`src/hw/spa_pkg.sv`:
```
package spa_pkg;

    // Register offsets inside the board window.
    localparam logic [3:0] SPA_OFF_SPOLL = 4'h7;
    localparam logic [3:0] SPA_OFF_ADDR_STAT = 4'h9;

    // Bit positions of the poll byte and of the address status view.
    localparam int SPA_SB_RSV = 6;
    localparam int SPA_AS_CIC = 7;
    localparam int SPA_AS_ATN = 6;
    localparam int SPA_AS_SERIAL_POLL_MODE_FLAG = 5;
    localparam int SPA_AS_LISTENER_PRIMARY_ADDRESSED_FLAG = 4;
    localparam int SPA_AS_TALKER_PRIMARY_ADDRESSED_FLAG = 3;
    localparam int SPA_AS_LA = 2;
    localparam int SPA_AS_TA = 1;
    localparam int SPA_AS_MAJOR_MINOR_SELECT_FLAG = 0;

    // Reset values.
    localparam logic [7:0] SPA_STB_RST = 8'h00;
    localparam logic [7:0] SPA_RDATA_RST = 8'h00;

    // Bus command codes, seven bits after inverting the low-true data lines.
    localparam logic [6:0] SPA_CMD_SPE = 7'h18;
    localparam logic [6:0] SPA_CMD_SPD = 7'h19;
    localparam logic [6:0] SPA_CMD_UNL = 7'h3f;
    localparam logic [6:0] SPA_CMD_UNT = 7'h5f;
    localparam logic [1:0] SPA_GRP_LISTEN = 2'h1;
    localparam logic [1:0] SPA_GRP_TALK = 2'h2;
    localparam logic [1:0] SPA_GRP_SECOND = 2'h3;

    // Addressing modes: none, dual primary, extended single, extended dual.
    localparam logic [1:0] SPA_ADM_NONE = 2'h0;
    localparam logic [1:0] SPA_ADM_DUAL = 2'h1;
    localparam logic [1:0] SPA_ADM_EXT = 2'h2;
    localparam logic [1:0] SPA_ADM_EXT_DUAL = 2'h3;

    // Data settling time before the data valid strobe is asserted.
    localparam int SPA_CLK_NS = 100;
    localparam int SPA_T_SETTLE_NS = 2000;
    localparam int SPA_SETTLE_CYC = (SPA_T_SETTLE_NS + SPA_CLK_NS - 1) / SPA_CLK_NS;
    localparam int SPA_CNT_W = 8;

    // Input bus lines, all low-true as on the cable.
    typedef struct packed {
        logic atn_n;
        logic dav_n;
        logic nrfd_n;
        logic ndac_n;
        logic [7:0] dio_n;
    } spa_pins_t;

    localparam logic [11:0] SPA_PINS_IDLE = 12'hfff;

    // Own addressing configuration.
    typedef struct packed {
        logic [1:0] adm;
        logic [4:0] addr_major;
        logic [4:0] addr_minor;
    } spa_cfg_t;

    // Decoded meaning of one bus command byte.
    typedef struct packed {
        logic mla_maj;
        logic mla_min;
        logic mta_maj;
        logic mta_min;
        logic ota;
        logic unl;
        logic unt;
        logic spe;
        logic spd;
        logic sec;
        logic sec_match;
    } spa_cmd_t;

    // Poll response states.
    typedef enum logic [1:0] {
        PR_NPRS,
        PR_SETTLE,
        PR_HOLD,
        PR_DONE
    } spa_pr_t;

endpackage : spa_pkg

```
`src/hw/spa_sync.sv`:
```
`timescale 1ns/1ps
// Three-stage synchroniser; an output bit changes once stages two and three agree.
module spa_sync import spa_pkg::*; #(
    parameter int W = 12,
    parameter logic [W-1:0] RST_VAL = '1
) (
    input wire logic sys_clk,
    input wire logic rst,
    input wire logic [W-1:0] d,
    output logic [W-1:0] q
);
    typedef struct packed {
        logic [W-1:0] s1;
        logic [W-1:0] s2;
        logic [W-1:0] s3;
        logic [W-1:0] q;
    } spa_sync_st_t;

    spa_sync_st_t st_r;
    spa_sync_st_t st_nxt;

    // Shift the stages and take a bit only where the last two stages agree.
    always_comb begin
        st_nxt = st_r;
        st_nxt.s1 = d;
        st_nxt.s2 = st_r.s1;
        st_nxt.s3 = st_r.s2;
        st_nxt.q = ((st_r.s2 ~^ st_r.s3) & st_r.s3) | ((st_r.s2 ^ st_r.s3) & st_r.q);
    end

    // State register.
    always_ff @(posedge sys_clk) begin
        if (rst) begin
            st_r <= {RST_VAL, RST_VAL, RST_VAL, RST_VAL};
        end else begin
            st_r <= st_nxt;
        end
    end

    assign q = st_r.q;
endmodule : spa_sync

```
`src/hw/spa_cmd_dec.sv`:
```
`timescale 1ns/1ps
// Classifies one received command byte against the own addresses.
module spa_cmd_dec import spa_pkg::*; (
    input wire logic [6:0] cmd,
    input wire spa_cfg_t cfg,
    output spa_cmd_t dec
);
    logic dual;
    logic is_lag;
    logic is_tag;

    // Minor addresses only exist in the dual primary modes.
    assign dual = (cfg.adm == SPA_ADM_DUAL) || (cfg.adm == SPA_ADM_EXT_DUAL);
    assign is_lag = (cmd[6:5] == SPA_GRP_LISTEN) && (cmd != SPA_CMD_UNL);
    assign is_tag = (cmd[6:5] == SPA_GRP_TALK) && (cmd != SPA_CMD_UNT);

    // Address and universal command decode.
    always_comb begin
        dec = '0;
        dec.mla_maj = is_lag && (cmd[4:0] == cfg.addr_major);
        dec.mla_min = is_lag && dual && (cmd[4:0] == cfg.addr_minor) && !dec.mla_maj;
        dec.mta_maj = is_tag && (cmd[4:0] == cfg.addr_major);
        dec.mta_min = is_tag && dual && (cmd[4:0] == cfg.addr_minor) && !dec.mta_maj;
        dec.ota = is_tag && !dec.mta_maj && !dec.mta_min;
        dec.unl = (cmd == SPA_CMD_UNL);
        dec.unt = (cmd == SPA_CMD_UNT);
        dec.spe = (cmd == SPA_CMD_SPE);
        dec.spd = (cmd == SPA_CMD_SPD);
        dec.sec = (cmd[6:5] == SPA_GRP_SECOND);
        dec.sec_match = dec.sec && (cmd[4:0] == cfg.addr_minor);
    end
endmodule : spa_cmd_dec

```
`src/hw/spa_poll_status.sv`:
```
`timescale 1ns/1ps
//Contract
// - Poll status and response byte share offset seven.
// - Seven user status bits cleared by resets.
// - Writing request service one sets pending.
// - Request service, not polled, asserts service request.
// - Affirmative poll response clears request service.
// - Request service cleared by resets and local reset.
// - Address status read-only at offset nine.
// - Controller flag is not idle nor addressed.
// - Controller flag gates attention drive.
// - Attention flag shows live attention line level.
// - Serial poll enable while talker sets poll mode.
// - Poll mode enables talker status byte return.
// - In the extended modes, own primary listen address sets listener primary.
// - Listener primary flag cleared by resets.
// - Talker and listener active are exclusive.
// - Minor address sets, major clears major-minor flag; in the extended modes addresses leave it unchanged.
// - In the extended modes, own primary talk address sets talker primary.
module spa_poll_status import spa_pkg::*; (
    input wire logic sys_clk,
    input wire logic rst,
    input wire logic [3:0] reg_addr,
    input wire logic reg_wr,
    input wire logic reg_rd,
    input wire logic [7:0] reg_wdata,
    output logic [7:0] reg_rdata,
    input wire logic chip_reset_cmd,
    input wire logic local_message_reset_control,
    input wire spa_cfg_t cfg,
    input wire logic ctrl_idle,
    input wire logic ctrl_addressed,
    input wire logic ctrl_active_req,
    input wire spa_pins_t pins_in,
    output logic srq_oe,
    output logic atn_oe,
    output logic [7:0] dio_n_o,
    output logic dio_oe,
    output logic dav_oe,
    output logic sp_sent
);
    typedef struct packed {
        logic [7:0] stb;
        logic rsv;
        logic request_pending_flag;
        logic serial_poll_mode_flag;
        logic listener_primary_addressed_flag;
        logic talker_primary_addressed_flag;
        logic la;
        logic ta;
        logic major_minor_select_flag;
        logic controller_in_charge_flag;
        logic atn_oe;
        logic srq_oe;
        logic dio_oe;
        logic [7:0] dio_n;
        logic dav_oe;
        logic sent_rsv;
        logic aprs_done;
        spa_pr_t pr;
        logic [SPA_CNT_W-1:0] cnt;
        logic dav_prev;
        logic [7:0] rdata;
        logic sp_sent;
    } spa_st_t;

    spa_st_t st_r;
    spa_st_t st_nxt;
    spa_pins_t pins_s;
    spa_cmd_t dec;
    logic atn_on;
    logic cmd_take;
    logic do_reset;
    logic [7:0] bus_address_status;

    spa_sync #(
        .W(12),
        .RST_VAL(SPA_PINS_IDLE)
    ) u_sync (
        .sys_clk(sys_clk),
        .rst(rst),
        .d(pins_in),
        .q(pins_s)
    );

    spa_cmd_dec u_dec (
        .cmd(~pins_s.dio_n[6:0]),
        .cfg(cfg),
        .dec(dec)
    );

    // A command is taken on the falling data valid edge while attention is low.
    assign atn_on = !pins_s.atn_n;
    assign cmd_take = atn_on && st_r.dav_prev && !pins_s.dav_n;
    assign do_reset = chip_reset_cmd;

    // Address status view, read only.
    always_comb begin
        bus_address_status = '0;
        bus_address_status[SPA_AS_CIC] = st_r.controller_in_charge_flag;
        bus_address_status[SPA_AS_ATN] = pins_s.atn_n;
        bus_address_status[SPA_AS_SERIAL_POLL_MODE_FLAG] = st_r.serial_poll_mode_flag;
        bus_address_status[SPA_AS_LISTENER_PRIMARY_ADDRESSED_FLAG] = st_r.listener_primary_addressed_flag;
        bus_address_status[SPA_AS_TALKER_PRIMARY_ADDRESSED_FLAG] = st_r.talker_primary_addressed_flag;
        bus_address_status[SPA_AS_LA] = st_r.la;
        bus_address_status[SPA_AS_TA] = st_r.ta;
        bus_address_status[SPA_AS_MAJOR_MINOR_SELECT_FLAG] = st_r.major_minor_select_flag;
    end

    // Next-state logic for addressing, poll byte and poll response.
    always_comb begin
        st_nxt = st_r;
        st_nxt.dav_prev = pins_s.dav_n;
        st_nxt.sp_sent = 1'b0;
        st_nxt.aprs_done = 1'b0;
        // Controller flag and attention drive follow the controller states.
        st_nxt.controller_in_charge_flag = !(ctrl_idle || ctrl_addressed);
        st_nxt.atn_oe = st_nxt.controller_in_charge_flag && ctrl_active_req;
        if (cmd_take) begin
            if (dec.mla_maj || dec.mla_min) begin
                if (cfg.adm[1]) begin
                    st_nxt.listener_primary_addressed_flag = 1'b1;
                end else begin
                    st_nxt.la = 1'b1;
                    st_nxt.ta = 1'b0;
                    st_nxt.major_minor_select_flag = dec.mla_min;
                end
            end
            if (dec.mta_maj || dec.mta_min) begin
                if (cfg.adm[1]) begin
                    st_nxt.talker_primary_addressed_flag = 1'b1;
                end else begin
                    st_nxt.ta = 1'b1;
                    st_nxt.la = 1'b0;
                    st_nxt.major_minor_select_flag = dec.mta_min;
                end
            end else if (dec.ota || dec.unt) begin
                st_nxt.ta = 1'b0;
            end
            if (dec.unl) begin
                st_nxt.la = 1'b0;
            end
            // Single extended mode addresses on a matching secondary; the dual mode leaves it to software.
            if (dec.sec_match && (cfg.adm == SPA_ADM_EXT)) begin
                if (st_r.listener_primary_addressed_flag) begin
                    st_nxt.la = 1'b1;
                    st_nxt.ta = 1'b0;
                end else if (st_r.talker_primary_addressed_flag) begin
                    st_nxt.ta = 1'b1;
                    st_nxt.la = 1'b0;
                end
            end
            if (dec.spe && st_r.ta) begin
                st_nxt.serial_poll_mode_flag = 1'b1;
            end
            if (dec.spd) begin
                st_nxt.serial_poll_mode_flag = 1'b0;
            end
        end
        // Poll response: send the byte once per controller standby period.
        case (st_r.pr)
            PR_NPRS: begin
                if (st_r.serial_poll_mode_flag && st_r.ta && !atn_on) begin
                    st_nxt.pr = PR_SETTLE;
                    st_nxt.dio_n = ~{st_r.stb[7], st_r.rsv, st_r.stb[5:0]};
                    st_nxt.dio_oe = 1'b1;
                    st_nxt.sent_rsv = st_r.rsv;
                    st_nxt.cnt = '0;
                end
            end
            PR_SETTLE: begin
                if (st_r.cnt < SPA_CNT_W'(SPA_SETTLE_CYC)) begin
                    st_nxt.cnt = st_r.cnt + 1'b1;
                end else if (pins_s.nrfd_n) begin
                    st_nxt.dav_oe = 1'b1;
                    st_nxt.pr = PR_HOLD;
                end
            end
            PR_HOLD: begin
                if (pins_s.ndac_n) begin
                    st_nxt.dav_oe = 1'b0;
                    st_nxt.sp_sent = 1'b1;
                    st_nxt.pr = PR_DONE;
                    if (st_r.sent_rsv) begin
                        st_nxt.rsv = 1'b0;
                    end
                end
            end
            PR_DONE: begin
                st_nxt.dio_oe = 1'b0;
                if (atn_on) begin
                    st_nxt.pr = PR_NPRS;
                    st_nxt.aprs_done = st_r.sent_rsv;
                end
            end
            default: begin
                st_nxt.pr = PR_NPRS;
            end
        endcase
        // Attention during a transfer aborts it and frees the lines.
        if (atn_on && (st_r.pr == PR_SETTLE || st_r.pr == PR_HOLD)) begin
            st_nxt.pr = PR_NPRS;
            st_nxt.dio_oe = 1'b0;
            st_nxt.dav_oe = 1'b0;
        end
        // Pending drops back in the negative state after the affirmative response.
        if (st_r.aprs_done && st_r.pr == PR_NPRS) begin
            st_nxt.request_pending_flag = 1'b0;
        end
        // A write to the poll byte updates status and request service; set wins over the poll response clear, resets win over set.
        if (reg_wr && reg_addr == SPA_OFF_SPOLL) begin
            st_nxt.stb = reg_wdata & ~(8'h01 << SPA_SB_RSV);
            st_nxt.rsv = reg_wdata[SPA_SB_RSV];
            if (reg_wdata[SPA_SB_RSV]) begin
                st_nxt.request_pending_flag = 1'b1;
            end
        end
        if (local_message_reset_control) begin
            st_nxt.rsv = 1'b0;
        end
        if (do_reset) begin
            st_nxt.stb = SPA_STB_RST;
            st_nxt.rsv = 1'b0;
            st_nxt.request_pending_flag = 1'b0;
            st_nxt.serial_poll_mode_flag = 1'b0;
            st_nxt.listener_primary_addressed_flag = 1'b0;
            st_nxt.talker_primary_addressed_flag = 1'b0;
            st_nxt.la = 1'b0;
            st_nxt.ta = 1'b0;
            st_nxt.major_minor_select_flag = 1'b0;
        end
        // Service request while not in poll mode.
        st_nxt.srq_oe = st_nxt.rsv && !st_nxt.serial_poll_mode_flag;
        // Reads only sample; nothing else changes.
        if (reg_rd) begin
            if (reg_addr == SPA_OFF_SPOLL) begin
                st_nxt.rdata = {st_r.stb[7], st_r.request_pending_flag, st_r.stb[5:0]};
            end else if (reg_addr == SPA_OFF_ADDR_STAT) begin
                st_nxt.rdata = bus_address_status;
            end else begin
                st_nxt.rdata = SPA_RDATA_RST;
            end
        end
    end

    // State register; power-on reset clears everything except dio_n and dav_prev, which are set high.
    always_ff @(posedge sys_clk) begin
        if (rst) begin
            st_r <= '0;
            st_r.stb <= SPA_STB_RST;
            st_r.dio_n <= 8'hff;
            st_r.dav_prev <= 1'b1;
            st_r.pr <= PR_NPRS;
        end else begin
            st_r <= st_nxt;
        end
    end

    assign reg_rdata = st_r.rdata;
    assign srq_oe = st_r.srq_oe;
    assign atn_oe = st_r.atn_oe;
    assign dio_n_o = st_r.dio_n;
    assign dio_oe = st_r.dio_oe;
    assign dav_oe = st_r.dav_oe;
    assign sp_sent = st_r.sp_sent;

    property p_srq;
        @(posedge sys_clk) disable iff (rst)
        st_r.rsv && !st_r.serial_poll_mode_flag && !reg_wr && !local_message_reset_control && !do_reset && !cmd_take && st_r.pr == PR_NPRS |=> st_r.srq_oe;
    endproperty
    a_srq: assert property (p_srq) else $error("service request not asserted");

    property p_request_pending_flag;
        @(posedge sys_clk) disable iff (rst)
        reg_wr && reg_addr == SPA_OFF_SPOLL && reg_wdata[SPA_SB_RSV] && !do_reset |=> st_r.request_pending_flag && st_r.rsv;
    endproperty
    a_request_pending_flag: assert property (p_request_pending_flag) else $error("pending not set by write");

    property p_serial_poll_mode_flag_set;
        @(posedge sys_clk) disable iff (rst)
        cmd_take && dec.spe && st_r.ta && !do_reset |=> st_r.serial_poll_mode_flag;
    endproperty
    a_serial_poll_mode_flag_set: assert property (p_serial_poll_mode_flag_set) else $error("poll mode not set");

    property p_serial_poll_mode_flag_clr;
        @(posedge sys_clk) disable iff (rst)
        cmd_take && dec.spd |=> !st_r.serial_poll_mode_flag;
    endproperty
    a_serial_poll_mode_flag_clr: assert property (p_serial_poll_mode_flag_clr) else $error("poll mode not cleared");

    property p_excl;
        @(posedge sys_clk) disable iff (rst)
        !(st_r.la && st_r.ta);
    endproperty
    a_excl: assert property (p_excl) else $error("talker and listener both active");

    property p_cic;
        @(posedge sys_clk) disable iff (rst)
        ##1 st_r.controller_in_charge_flag == !($past(ctrl_idle) || $past(ctrl_addressed));
    endproperty
    a_cic: assert property (p_cic) else $error("controller flag wrong");

    property p_atn;
        @(posedge sys_clk) disable iff (rst)
        st_r.atn_oe |-> st_r.controller_in_charge_flag;
    endproperty
    a_atn: assert property (p_atn) else $error("attention driven while idle");

    property p_chip_reset;
        @(posedge sys_clk) disable iff (rst)
        do_reset |=> st_r.stb == SPA_STB_RST && !st_r.rsv && !st_r.serial_poll_mode_flag && !st_r.listener_primary_addressed_flag && !st_r.srq_oe;
    endproperty
    a_chip_reset: assert property (p_chip_reset) else $error("chip reset incomplete");

    property p_aprs;
        @(posedge sys_clk) disable iff (rst)
        st_r.pr == PR_HOLD && pins_s.ndac_n && !atn_on && st_r.sent_rsv && !reg_wr |=> !st_r.rsv ##[1:300] !st_r.request_pending_flag;
    endproperty
    a_aprs: assert property (p_aprs) else $error("affirmative response did not clear");

    property p_settle;
        @(posedge sys_clk) disable iff (rst)
        $rose(st_r.dav_oe) |-> st_r.dio_oe && $past(st_r.dio_oe, 20);
    endproperty
    a_settle: assert property (p_settle) else $error("data not settled before valid");

    c_poll: cover property (@(posedge sys_clk) disable iff (rst) st_r.sp_sent && st_r.sent_rsv);
    c_srq: cover property (@(posedge sys_clk) disable iff (rst) $rose(st_r.srq_oe));
    c_serial_poll_mode_flag: cover property (@(posedge sys_clk) disable iff (rst) $rose(st_r.serial_poll_mode_flag));
endmodule : spa_poll_status

```
`config.mk`:
```
export PLATFORM = sky130hd
export DESIGN_NAME = spa_poll_status
export DESIGN_NICKNAME = d
export VERILOG_FILES = /design/src/hw/spa_pkg.sv /design/src/hw/spa_sync.sv /design/src/hw/spa_cmd_dec.sv /design/src/hw/spa_poll_status.sv
export SDC_FILE = /design/constraint.sdc
export NUM_CORES = 1
export LEC_CHECK = 0
export ABC_AREA = 0
export BUFFER_PORTS_ARGS = -buffer_cell sky130_fd_sc_hd__buf_2
export CORE_ASPECT_RATIO = 1.2
export CORE_MARGIN = 1.5
export CORE_UTILIZATION = 40
export CTS_BUF_LIST = sky130_fd_sc_hd__clkbuf_8 sky130_fd_sc_hd__clkbuf_16
export DETAILED_ROUTE_END_ITERATION = 8
export PLACE_DENSITY = 0.59
export SLEW_MARGIN = 20
export SYNTH_ARGS = -nofsm -noshare
export SYNTH_HDL_FRONTEND = slang
export SYNTH_SLANG_ARGS = --single-unit
export TNS_END_PERCENT = 50
```
`constraint.sdc`:
```
create_clock -name sys_clk -period 4.52 [get_ports sys_clk]
set_input_delay 0.452 -clock sys_clk [delete_from_list [all_inputs] [get_ports sys_clk]]
set_output_delay 0.452 -clock sys_clk [all_outputs]
set_load 0.05 [all_outputs]
```
After elaboration in Yosys (flattened, before gate mapping). Index checks and enable logic that the tools add are counted.

Bits in registers: 98. Bits in latches: 0. Bits in writable memories: 0. ROM bits: 0. Input bits: 45. Memories kept: 0.

Add/sub/neg operators: 1. $mul: 0. Divide/modulo/power cells: 0. $lt $le $gt $ge: 1. Eq/ne operators: 25. Shift-type cells: 0. Mux-type cells: 42. Bitwise operators: 9. Reduce and logical (&&, ||, !) cells: 52.

Operator list (count): $mux W8 (4); $and A12 B12 Y12 (2); $logic_and A1 B1 Y1 (24); $mux W1 (19); $mux W2 (9); $pmux W8 S2 (1); $eq A7 B5 Y1 const B (2); $eq A2 B2 Y1 const B (6); $or A12 B12 Y12 (1); $xnor A12 B12 Y12 (1); $xor A12 B12 Y12 (1); $eq A5 B5 Y1 (2); $mux W10 (1); $mux W3 (3); $mux W9 (1); $reduce_and A3 Y1 (3); $add A8 B1 Y8 const B (1); $lt A8 B5 Y1 const B (1); $ne A2 B2 Y1 const B (4); $not A8 Y8 (1); $pmux W2 S4 (1); $eq A7 B6 Y1 const B (1); $eq A7 B7 Y1 const B (1); $logic_not A1 Y1 (7); 18 further kinds (33).

Longest topological paths before layout. Gate-level depths: netlist of run 1.

Word-level depth: 18. Gate-level depth with buffers: 8. Mapped depth without buffers: 8.

Modules after synthesis. From an unflattened synthesis of run 1, not the netlist that was laid out.

Cells, all modules: 419. Area, all modules: 4152.7 µm².

Modules (own cells, without submodules): spa_poll_status (instances 1, cells each 261, area each 2353.5 µm²); spa_sync (instances 1, cells each 125, area each 1572.8 µm²); spa_cmd_dec (instances 1, cells each 33, area each 226.5 µm²).

Least setup slack after synthesis of run 1. Ideal clock, no wire load.

Kind: input -> register. Start point: input port reg_addr[1]. End point: register st_r (netlist bit srq_oe). Library setup time: 0.059 ns. Data arrival time: 1.551 ns. Slack: 2.910 ns. Stages: 7. Buffers on the path: 2. Cells stage by stage: and3b_1 -> buf_6 -> and3_4 -> buf_6 -> nand3b_4 -> a211oi_2 -> o31a_1.

Word-level cells in the longest chain between the ends: 6.

Ends and longest elaborated chain: from (decl) (RTL line spa_poll_status.sv:23) `input wire logic [3:0] reg_addr,`; $eq A4 B3 Y1 (RTL line spa_poll_status.sv:211) `if (reg_wr && reg_addr == SPA_OFF_SPOLL) begin`; $logic_and A1 B1 Y1 (RTL line spa_poll_status.sv:211); $mux W2 (RTL line spa_poll_status.sv:211); $mux W1 (RTL line spa_poll_status.sv:218) `if (local_message_reset_control) begin`; $mux W8 (RTL line spa_poll_status.sv:221) `if (do_reset) begin`; $logic_and A1 B1 Y1 (RTL line spa_poll_status.sv:233) `st_nxt.srq_oe = st_nxt.rsv && !st_nxt.serial_poll_mode_flag;`; to (signal assigned) (RTL line spa_poll_status.sv:255) `st_r <= st_nxt;`; to (decl) (RTL line spa_poll_status.sv:67) `spa_st_t st_r;`.

No other way between the ends. A chain may end at the register's enable or synchronous reset.

Final worst setup path of run 1.
Start point: register st_r[18] in the netlist's numbering. End point: register st_r[13] in the netlist's numbering.

Word-level cells in the longest chain between the ends: 3.

Ends and longest elaborated chain: $eq A2 B1 Y1 / $logic_not A2 Y1 (equally long branches) (RTL line spa_poll_status.sv:161) `case (st_r.pr)`; $ne A2 B2 Y1 (no line) / $reduce_bool A2 Y1 (equally long branches); $reduce_and A3 Y1 (no line).

Several ways; a longest one is shown, not always the timed one.

==> results of run 1 <==
## state kept, by name, indices dropped and copies added (netlist names)
name,cells
u_sync.st_nxt,22
srq_oe,1
dio_n_o,8
reg_rdata,8
dio_oe,1
sp_sent,1
atn_oe,1
u_sync.st_r,11
st_r,22
dav_oe,1
bus_address_status,7
u_sync.q,11
## critical path, delay by kind of cell, from the launching register on
family / cells / cell delay (ps)
and+or+nand+nor: 2 / 750
AOI/OAI and AO/OA: 1 / 690
DFF: 1 / 350
adders and majority gates: 1 / 250
buffers and inverters: 1 / 120
## metrics by stage
step / hold WS [ps] / utilization [%] / cell area [um2] / power (W)
CTS: 232.3 / 47.01 / 4314 / 0.001642
detailed placement: 393.3 / 44.75 / 4106 / 0.001065
finish: 250.7 / 47.01 / 4314 / 0.001619
global placement: 390.4 / 44.75 / 4106 / 0.001059
floorplan: 389.5 / - / 3817 / 0.001013
global route: 233.5 / 47.01 / 4314 / 0.001702
## worst paths after layout
check                                     from                               end  slack [ps]  cells after the start
setup reg to reg         st_r[18]$_SDFFE_PP0P_             st_r[13]$_SDFFE_PP0P_        2220                      5
hold / removal                       ctrl_idle  bus_address_status[7]$_SDFF_PP0_         250                      2
hold reg to reg   u_sync.st_nxt[25]$_SDFF_PP1_      u_sync.st_nxt[13]$_SDFF_PP1_         410                      1
setup / recovery         st_r[18]$_SDFFE_PP0P_             st_r[13]$_SDFFE_PP0P_        2220                      5
## cells by family after synthesis
| group | Yosys count | synth area share [%] |
|---|---|---|
| multiplexers | 9 | 2.360 |
| adder cells (fa/ha/maj) | 17 | 5.572 |
| flip-flops | 94 | 49.30 |
| buffers and inverters | 39 | 5.834 |
| XOR/XNOR | 12 | 2.753 |
| AO/OA/AOI/OAI | 67 | 13.80 |
| AND/OR/NAND/NOR | 140 | 20.39 |
## synth_stat cells (3+ instances only)
cell type / count / area, um2
buf_4: 16 / 120.1
mux2i_1: 9 / 90.09
ha_1: 17 / 212.7
nand4_1: 4 / 25.02
nand3_1: 7 / 35.03
a41oi_1: 3 / 26.28
or2_2: 37 / 231.5
nor3_1: 6 / 30.03
inv_1: 9 / 33.78
clkbuf_1: 11 / 41.29
nand2_1: 12 / 45.04
a211oi_1: 3 / 22.52
nor2_1: 42 / 157.7
and2_1: 3 / 18.77
dfxtp_1: 94 / 1882
a211o_1: 19 / 166.4
a22o_2: 8 / 80.08
nand2b_1: 4 / 25.02
and3_1: 3 / 18.77
a21oi_1: 17 / 85.08
xor2_1: 10 / 87.58
nor2b_1: 10 / 62.56
## cell type report
type | instances | area [um2] | share of cell area [%]
timing repair buffer | 65 | 327.8 | 7.599
multi-input combinational | 245 | 1713 | 39.70
clock buffer | 11 | 151.4 | 3.509
tap | 120 | 150.1 | 3.480
sequential | 94 | 1882 | 43.62
clock inverter | 5 | 56.30 | 1.305
inverter | 9 | 33.78 | 0.7831
## power breakdown
group | leakage (nW) | switching [W] | internal, W
registers | 0.766 | 0.0000179 | 0.000853
clock network | 0.106 | 0.000288 | 0.000286
logic | 0.893 | 0.0000990 | 0.0000747
## layer usage
metal,GRT usage [%],part of all wire (%),up-vias
li1,-,-,1377
met4,7.143,1.5,2
met1,17.76,46,1279
met5,0,0.18,-
met2,24.66,47,63
met3,4.115,5.7,12
==> summary.md, run 1 <==
| Metric | Value |
|---|---|
| Status | complete, no violations |
| Commonest non-fill, non-tap cell in the layout | dfxtp_1 |
| VDD IR-drop max | 242.3 uV |
| Slew margin rel. | 47.21% |
| Worst-path fanout max | 19 |
| Register area share after synthesis | 49.30% |
| Initial antenna violation count | 1 |
| Final period util | 50.88% |
| PortBufs | 64 |
| Initial drt markers | 115 |
| Total grt overflow | 0 |
| Max_cap viols | 0 |
| Vias | 2733 |
| FILL cells | 878 |
| Largest net degree at the start of global routing | 48 |
| Hold-fix buffers, CTS | 0 |
| Pre-antenna DRT Iters | 4 |
| Vias in the first global route | 2507 |
| ANT cells | 0 |
| CP Data Required Time | 4750 ps |
| Final #Nets | 486 |
| Full die area | 0.01014 mm2 |
| Post-cts gate resize count | 0 |
| H-Tree Depth | 3 |
| Root buf cell | clkbuf_8 |
| Final Setup Violations | 0 |
| Tmin final | 2300 ps |
| Critical Path Max Stage Delay | 690 ps |
| Pwr/cell area | 375.2 mW/mm2 |
| Die H | 110.0 um |
| Clock Skews | 6.066 ps |
| Fmax | 434.8 MHz |
| Cell count after synthesis | 378 |
| Skew-Pair Late Insertion Delay | 360 ps |
| Core area | 0.009176 mm2 |
| GRT Util Overall | 14.82% |
| Total CTS buffers | 9 |
| Number of synthesized register bits | 94 |
| DPL Wire Length | 4970 um |
| HP Class | primary input to flip-flop |
| Area added between synthesis and finish | 13.01% |
| First-pass GRT wire length | 11750 um |
| Die Width | 92.18 um |
| Clock Tree Buf Depth | 2 |
| DR WL/cell | 13.06 um |
| Fin. max-slew vios | 0 |
| CP arrival | 2530 ps |
| CTS tree | built |
| RSZ-0062 raised after global routing | no |
| Ys flop type | dfxtp_1 |
| Post-Place Cells | 533 |
| Post-synthesis async set-or-reset flop share | 0% |
| Drt drc | 0 |
| CP endpoint kind | flip-flop |
| Slew @ Worst Pin | 789.4 ps |
| Cell Rows | 38 |
| Setup TNS | 0 ps |
| Setup CP Type | flip-flop to flip-flop |
| Synth cell types | 50 |
| Critical-path cell list | inv_1 -> ha_1 -> nand4_1 -> o21bai_1 -> nor2_1 |
| CP Launch Type | flip-flop |
| Layout Cells excl Fill | 549 |
| EDFF count, synth | 0 |
| Most frequent cells in the layout | dfxtp_1, buf_2, nor2_1, or2_2, a211o_1 |
| I/O pins | 66 |
| Drt total wl | 7169 um |
| Post-CTS Setup Bufs | 0 |
| P_leak | 1.765 nW |
| CP max-delay cell | o21bai_1 |
| Final Hold Vio Count | 0 |
| Sinks on Clock Net | 94 |
| Vias/cell | 4.978 |
| Pre-CTS setup slack | 2206 ps |
| Synth Warn # | 0 |
| Post-Syn Area | 0.003817 mm2 |
| Synthesized area per cell | 10.10 um2 |
| Clock-pin slew on the worst setup and hold paths | 90 ps |
| Worst setup margin | 2220 ps |
| Ratio of cells with drive above 1 in the final layout | 31.47% |
| Initial core utilization | 41.60% |
| Syn nets | 440 |
| RD Place Congestion | 0.8346 |
| Antenna-violating nets left | 0 |
No activity file was read; power rests on OpenSTA's default activity.
==> run 2, diff against run 1 <==
ABC_AREA = 1   (was 0)
clock period = 2.3 ns   (was 4.52 ns; I/O delays follow)
==> run 2 against run 1 <==
Combinational power rose by 140%. Clock power grew 83%. Clock-buffer cell count shrank 2. Clock skew increased by 2.9 ps. Fmax rose by 29%. Hold slack worse by 200 ps. Synthesized area down 0.36%. Non-clock buffer count up 2. Cell count is 15% higher. Worst setup slack worse by 1700 ps. Register-to-register slack lost 1700 ps. Via count up 8.2%. Highest routed layer is now met4.
==> summary.md, run 2 <==
| Metric | Value |
|---|---|
| Status | complete, no violations |
| DPL Wire Length | 5216 um |
| CP Data Required Time | 2540 ps |
| CP endpoint kind | flip-flop |
| Skew-Pair Late Insertion Delay | 350 ps |
| Final Instance Area | 0.004324 mm2 |
| Fmax | 560.6 MHz |
| Storage element area | 0.001882 mm2 |
| Synthesized area per cell | 8.360 um2 |
| Post-CTS Setup Bufs | 0 |
| Reg2Reg Depth | 7 |
| Register area share after synthesis | 49.47% |
| Final #Nets | 568 |
| Core area | 0.009129 mm2 |
| Die Width | 92.02 um |
| Vias | 2958 |
| Area added between synthesis and finish | 13.68% |
| Most common cell in the netlist | dfxtp_1 |
| Area occupied by multi-input gates | 0.001554 mm2 |
| Max_cap viols | 0 |
| CP Launch Type | flip-flop |
| P_leak | 1.918 nW |
| Initial drt markers | 98 |
| Pre-antenna DRT Iters | 4 |
| Yosys top cell area share | 49.47% |
| Critical Path Max Stage Delay | 360 ps |
| First-pass GRT wire length | 12140 um |
| CP arrival | 2030 ps |
| CTS tree | built |
| RSZ-0062 raised after global routing | no |
| Most used cell, CP | inv_1 |
| Die H | 109.8 um |
| Total grt overflow | 0 |
| Initial antenna violation count | 0 |
| Slew margin rel. | 70.83% |
| Synth Area in Adders | 5.592% |
| Final Hold Vio Count | 0 |
| Slew @ Worst Pin | 437.6 ps |
| Synth Area in XOR/XNOR | 0.6908% |
| Pre-CTS setup slack | 518.2 ps |
| HP Class | primary input to flip-flop |
| Final Setup Violations | 0 |
| Initial core utilization | 41.67% |
| Pwr/cell area | 737.6 mW/mm2 |
| Hold Slack | 48.96 ps |
| Full die area | 0.01011 mm2 |
| Worst setup margin | 516.3 ps |
| FILL cells | 923 |
| Antenna-violating nets left | 0 |
| Post-Syn Area | 0.003804 mm2 |
| Hold Path Depth | 2 |
| Ratio of cells with drive above 1 in the final layout | 24.46% |
| H-Tree Depth | 3 |
| Post-synthesis async set-or-reset flop share | 0% |
| Ys flop type | dfxtp_1 |
| Number of synthesized register bits | 94 |
| Commonest non-fill, non-tap cell in the layout | dfxtp_1 |
| Fin. max-slew vios | 0 |
| Clock Skews | 8.945 ps |
| I/O pins | 66 |
| Drt drc | 0 |
| DR WL/cell | 11.27 um |
| Total CTS buffers | 9 |
| Vias/cell | 4.688 |
| RR Startpoint | st_r[18]$_SDFFE_PP0P_ |
| Synth cell types | 31 |
| VDD IR-drop max | 381.5 uV |
| Final period util | 77.55% |
| Sinks on Clock Net | 94 |
| Post-cts gate resize count | 0 |
| GRT Util Overall | 15.26% |
| Register-to-register setup slack | 520 ps |
| Critical-path cell list | inv_1 -> ha_1 -> inv_1 -> nor2_1 -> inv_1 -> o21ai_0 -> nor3b_1 |
| Placed cell area | 0.004135 mm2 |
| Largest net degree at the start of global routing | 52 |
| Hold-fix buffers, CTS | 0 |
| PortBufs | 64 |
| Tmin final | 1784 ps |
| Clock Tree Buf Depth | 2 |
| Worst reg2reg endpoint | st_r[12]$_SDFFE_PP0P_ |
| Setup CP Type | flip-flop to flip-flop |
| Most frequent cells in the layout | dfxtp_1, nand2_1, buf_2, inv_1, a21oi_1 |
| Clock-pin slew on the worst setup and hold paths | 100 ps |
| Setup TNS | 0 ps |
| Post-Synth Simple-Gate Area | 21.91% |
| Synth top cells by count | dfxtp_1, nand2_1, inv_1 |
| Cell count after synthesis | 455 |
| Vias in the first global route | 2736 |
| Syn nets | 517 |
| Cell Rows | 38 |
| Beginning of the worst hold path | pins_in[4] |
| EDFF count, synth | 0 |
| Worst-path fanout max | 16 |
| ANT cells | 0 |
| Finished Core Util | 47.37% |
| Synth area leaders | dfxtp_1, nand2_1, ha_1 |
| Largest family of logic cells by synthesized area | simple AND/OR/NAND/NOR gates |
| RD Place Congestion | 0.8187 |
| Mux cell area share after synthesis | 0% |
| Root buf cell | clkbuf_8 |
| Synth Warn # | 0 |
| Drt total wl | 7113 um |
| Area leader, netlist | dfxtp_1 |
| WHS Endpoint | u_sync.st_nxt[28]$_SDFF_PP1_ |
| Compound-gate portion of the synthesized area | 12.66% |
| Cell family with most CP delay | buffers and inverters |
| CP Buf/Inv Count | 3 |
| CP max-delay cell | o21ai_0 |
## run 2: layer usage
metal / share of wire (%) / wire length (um) / vias to the layer above / global-route usage [%]
li1: - / - / 1569 / -
met1: 48 / 3385 / 1309 / 18.77
met2: 46 / 3265 / 70 / 25.66
met3: 4.6 / 326 / 10 / 3.458
met4: 1.9 / 135 / 0 / 6.593
met5: 0 / 0 / - / 0
## run 2: final cells by class
class,count,area share (%)
Clock buffer,9,2.865
Sequential cell,94,43.52
Tap cell,120,3.472
Timing Repair Buffer,67,7.928
Clock inverter,7,1.505
Inverter,55,4.774
Multi-Input combinational cell,279,35.94
## run 2: per-stage QoR
stage	power [W]	cells
after floorplan	0.002069	455
after global placement	0.002169	615
after detailed placement	0.002183	615
after CTS	0.003230	631
after global routing	0.003345	631
final	0.003189	631
## run 2: report_power, final
part           leakage (nW)  switching [W]  total [W]  internal, W
clock network        0.0995       0.000625    0.00105     0.000422
logic                  1.05       0.000267   0.000414     0.000147
registers             0.768      0.0000373    0.00173      0.00169
total                  1.92       0.000930    0.00319      0.00226
## run 2: worst max path at each step
stage	start	end	depth (start not counted)
3_5_place_dp	st_r[18]$_SDFFE_PP0P_	st_r[12]$_SDFFE_PP0P_	7
2_1_floorplan	st_r[19]$_SDFFE_PP0P_	st_r[18]$_SDFFE_PP0P_	10
3_3_place_gp	st_r[18]$_SDFFE_PP0P_	st_r[12]$_SDFFE_PP0P_	7
4_1_cts	st_r[18]$_SDFFE_PP0P_	st_r[12]$_SDFFE_PP0P_	7
5_1_grt	st_r[18]$_SDFFE_PP0P_	st_r[12]$_SDFFE_PP0P_	7
6_report	st_r[18]$_SDFFE_PP0P_	st_r[12]$_SDFFE_PP0P_	7
## run 2: cells by family (layout without fill, tap and decap cells)
| kind of cell | after synthesis | after routing |
|---|---|---|
| flip-flops | 94 | 94 |
| adder cells (fa/ha/maj) | 17 | 17 |
| buffers and inverters | 82 | 138 |
| AND/OR/NAND/NOR | 176 | 176 |
| AO/OA/AOI/OAI | 83 | 83 |
| XOR/XNOR | 3 | 3 |
==> run 3, diff against run 2 <==
PLACE_DENSITY = 0.62   (was 0.59)
clock period = 1.53 ns   (was 2.3 ns; I/O delays follow)
==> run 3 against run 2 <==
Cell area up 11%. Wire length up 6.4%. Sequential share of layout area shrank 3.9 points. Non-clock buffer count grew 32. Via count grew 5.9%. Flip-flop and latch count is the same. First-iteration DRC count up 14%. Register-to-register slack got worse by 440 ps.
==> summary.md, run 3 (synthesis gave the netlist of run 2 again) <==
| Metric | Value |
|---|---|
| Slew margin rel. | 73.44% |
| Final #Nets | 600 |
| Setup TNS | 0 ps |
| Critical Path Max Stage Delay | 330 ps |
| Initial antenna violation count | 0 |
| ANT cells | 0 |
| Fmax | 688.2 MHz |
| RD Place Congestion | 0.8587 |
| Finished Core Util | 52.62% |
| Pre-antenna DRT Iters | 5 |
| CP endpoint kind | flip-flop |
| CP max-delay cell | dfxtp_2 |
| Skew-Pair Late Insertion Delay | 360 ps |
| Max_cap viols | 0 |
| Die H | 109.8 um |
| Reg power frac | 48.2% |
| Vias/cell | 4.727 |
| Total CTS buffers | 9 |
| GRT Util Overall | 15.53% |
| Total grt overflow | 0 |
| FILL cells | 870 |
| Commonest non-fill, non-tap cell in the layout | dfxtp_1 |
| Critical-path cell list | inv_2 -> ha_4 -> inv_4 -> or2_4 -> o21ai_2 -> nand3b_1 -> nor2_1 -> inv_2 -> nor2_1 -> a211oi_1 |
| Initial drt markers | 112 |
| First-pass GRT wire length | 12280 um |
| Slew @ Worst Pin | 394.7 ps |
| PortBufs | 64 |
| DR WL/cell | 11.41 um |
| Final Setup Violations | 0 |
| Worst-path fanout max | 5 |
| Core area | 0.009129 mm2 |
| Setup CP Type | flip-flop to flip-flop |
| Clock Tree Buf Depth | 2 |
| Root buf cell | clkbuf_8 |
| Full die area | 0.01011 mm2 |
| Hold Slack | 27.43 ps |
| Pint | 0.003997 W |
| Drt total wl | 7566 um |
| Drt drc | 0 |
| RSZ-0062 raised after global routing | yes |
| DPL Wire Length | 5489 um |
| Vias in the first global route | 2900 |
| VDD IR-drop max | 871.8 uV |
| CTS tree | built |
| Area added between synthesis and finish | 26.28% |
| Clock power frac | 36.1% |
| Die Width | 92.02 um |
| Most frequent cells in the layout | dfxtp_1, nand2_1, buf_2, inv_1, a21oi_1 |
| CP Launch Type | flip-flop |
| Post-Place Cells | 629 |
| Layout Cells excl Fill | 663 |
| Clock-pin slew on the worst setup and hold paths | 100 ps |
| P_leak | 2.109 nW |
| Antenna-violating nets left | 0 |
| Status | complete, no violations |
| Sinks on Clock Net | 94 |
| Cell Rows | 38 |
| Ratio of cells with drive above 1 in the final layout | 33.15% |
| Final Hold Vio Count | 0 |
| Final period util | 94.98% |
| Logic pwr share | 15.7% |
| I/O pins | 66 |
| H-Tree Depth | 3 |
| Fin. max-slew vios | 0 |
| HP Class | primary input to flip-flop |
| Switching Fraction | 26.06% |
| Vias | 3134 |
| Largest net degree at the start of global routing | 23 |
| CP Data Required Time | 1800 ps |
| Tmin final | 1453 ps |
| Clock Skews | 13.92 ps |
| CP arrival | 1730 ps |
| Pwr/cell area | 1125 mW/mm2 |
| Initial core utilization | 41.67% |
| Psw | 0.001408 W |
run 3: cell count changes in the layout (fill, tap and decap cells not counted), moves of 4 or more:
| cell | before | now |
|---|---|---|
| dlygate4sd3_1 | 0 | 15 |
| inv_1 | 54 | 49 |
| inv_2 | 1 | 6 |
| nor2_2 | 0 | 7 |
| dfxtp_1 | 94 | 85 |
| dfxtp_2 | 0 | 5 |
| nor2_1 | 27 | 19 |
| buf_4 | 3 | 20 |
| dfxtp_4 | 0 | 4 |
run 3: power by group through the flow:
stage | Combinational [W] | Sequential (W) | Clock, W
CTS | 0.000742 | 0.00260 | 0.00200
global route | 0.000951 | 0.00262 | 0.00211
detailed placement | 0.000692 | 0.00265 | 0
global placement | 0.000676 | 0.00265 | 0
finish | 0.000847 | 0.00260 | 0.00195
floorplan | 0.000421 | 0.00269 | 0
run 3: cell type report:
class                           count  area (um2)  share of cell area, %
Tap cell                          120       150.1                  3.126
Timing Repair Buffer               99       620.6                  12.92
Clock inverter                      7       118.9                  2.475
Inverter                           55       209.0                  4.350
Sequential cell                    94        1903                  39.62
Multi-Input combinational cell    279        1678                  34.93
Clock buffer                        9       123.9                  2.579
run 3: worst max-delay path, delay by kind of cell (launching register included):
| kind | cells | cell delay (ps) |
|---|---|---|
| flops | 1 | 330 |
| fa+ha+maj | 1 | 150 |
| simple gates | 4 | 420 |
| compound gates | 2 | 260 |
| buf+inv | 3 | 190 |
run 3: repair_timing:
item | in CTS | in global routing
hold buffers | 15 | 0
pin swaps | 1 | 15
setup endpoints to repair | 4 | 21
buffers inserted | 0 | 3
resized for setup | 10 | 43
hold endpoints to repair | 14 | 0
run 3: final timing paths:
kind	from	end	slack (ps)	cells after the start
setup / recovery	st_r[19]$_SDFFE_PP0P_	st_r[19]$_SDFFE_PP0P_	80	10
hold / removal	ctrl_active_req	atn_oe$_SDFF_PP0_	30	2
setup reg to reg	st_r[19]$_SDFFE_PP0P_	st_r[19]$_SDFFE_PP0P_	80	10
hold reg to reg	u_sync.st_nxt[28]$_SDFF_PP1_	u_sync.st_nxt[16]$_SDFF_PP1_	410	1
run 3: stage by stage:
step	instance area (um2)	setup WS [ps]	power, W
after CTS	4659	-23.84	0.005349
after global placement	4240	7.563	0.003326
after floorplan	3804	16.03	0.003110
after global routing	4803	-33.65	0.005680
final	4803	76.84	0.005405
after detailed placement	4240	-80.67	0.003345
run 3: per-layer routing:
layer	routed length, um	up-vias	global-route usage (%)
met5	0	-	0
met4	271	0	10.11
met3	306	21	3.320
met2	3575	71	26.03
met1	3412	1412	17.98
li1	-	1630	-
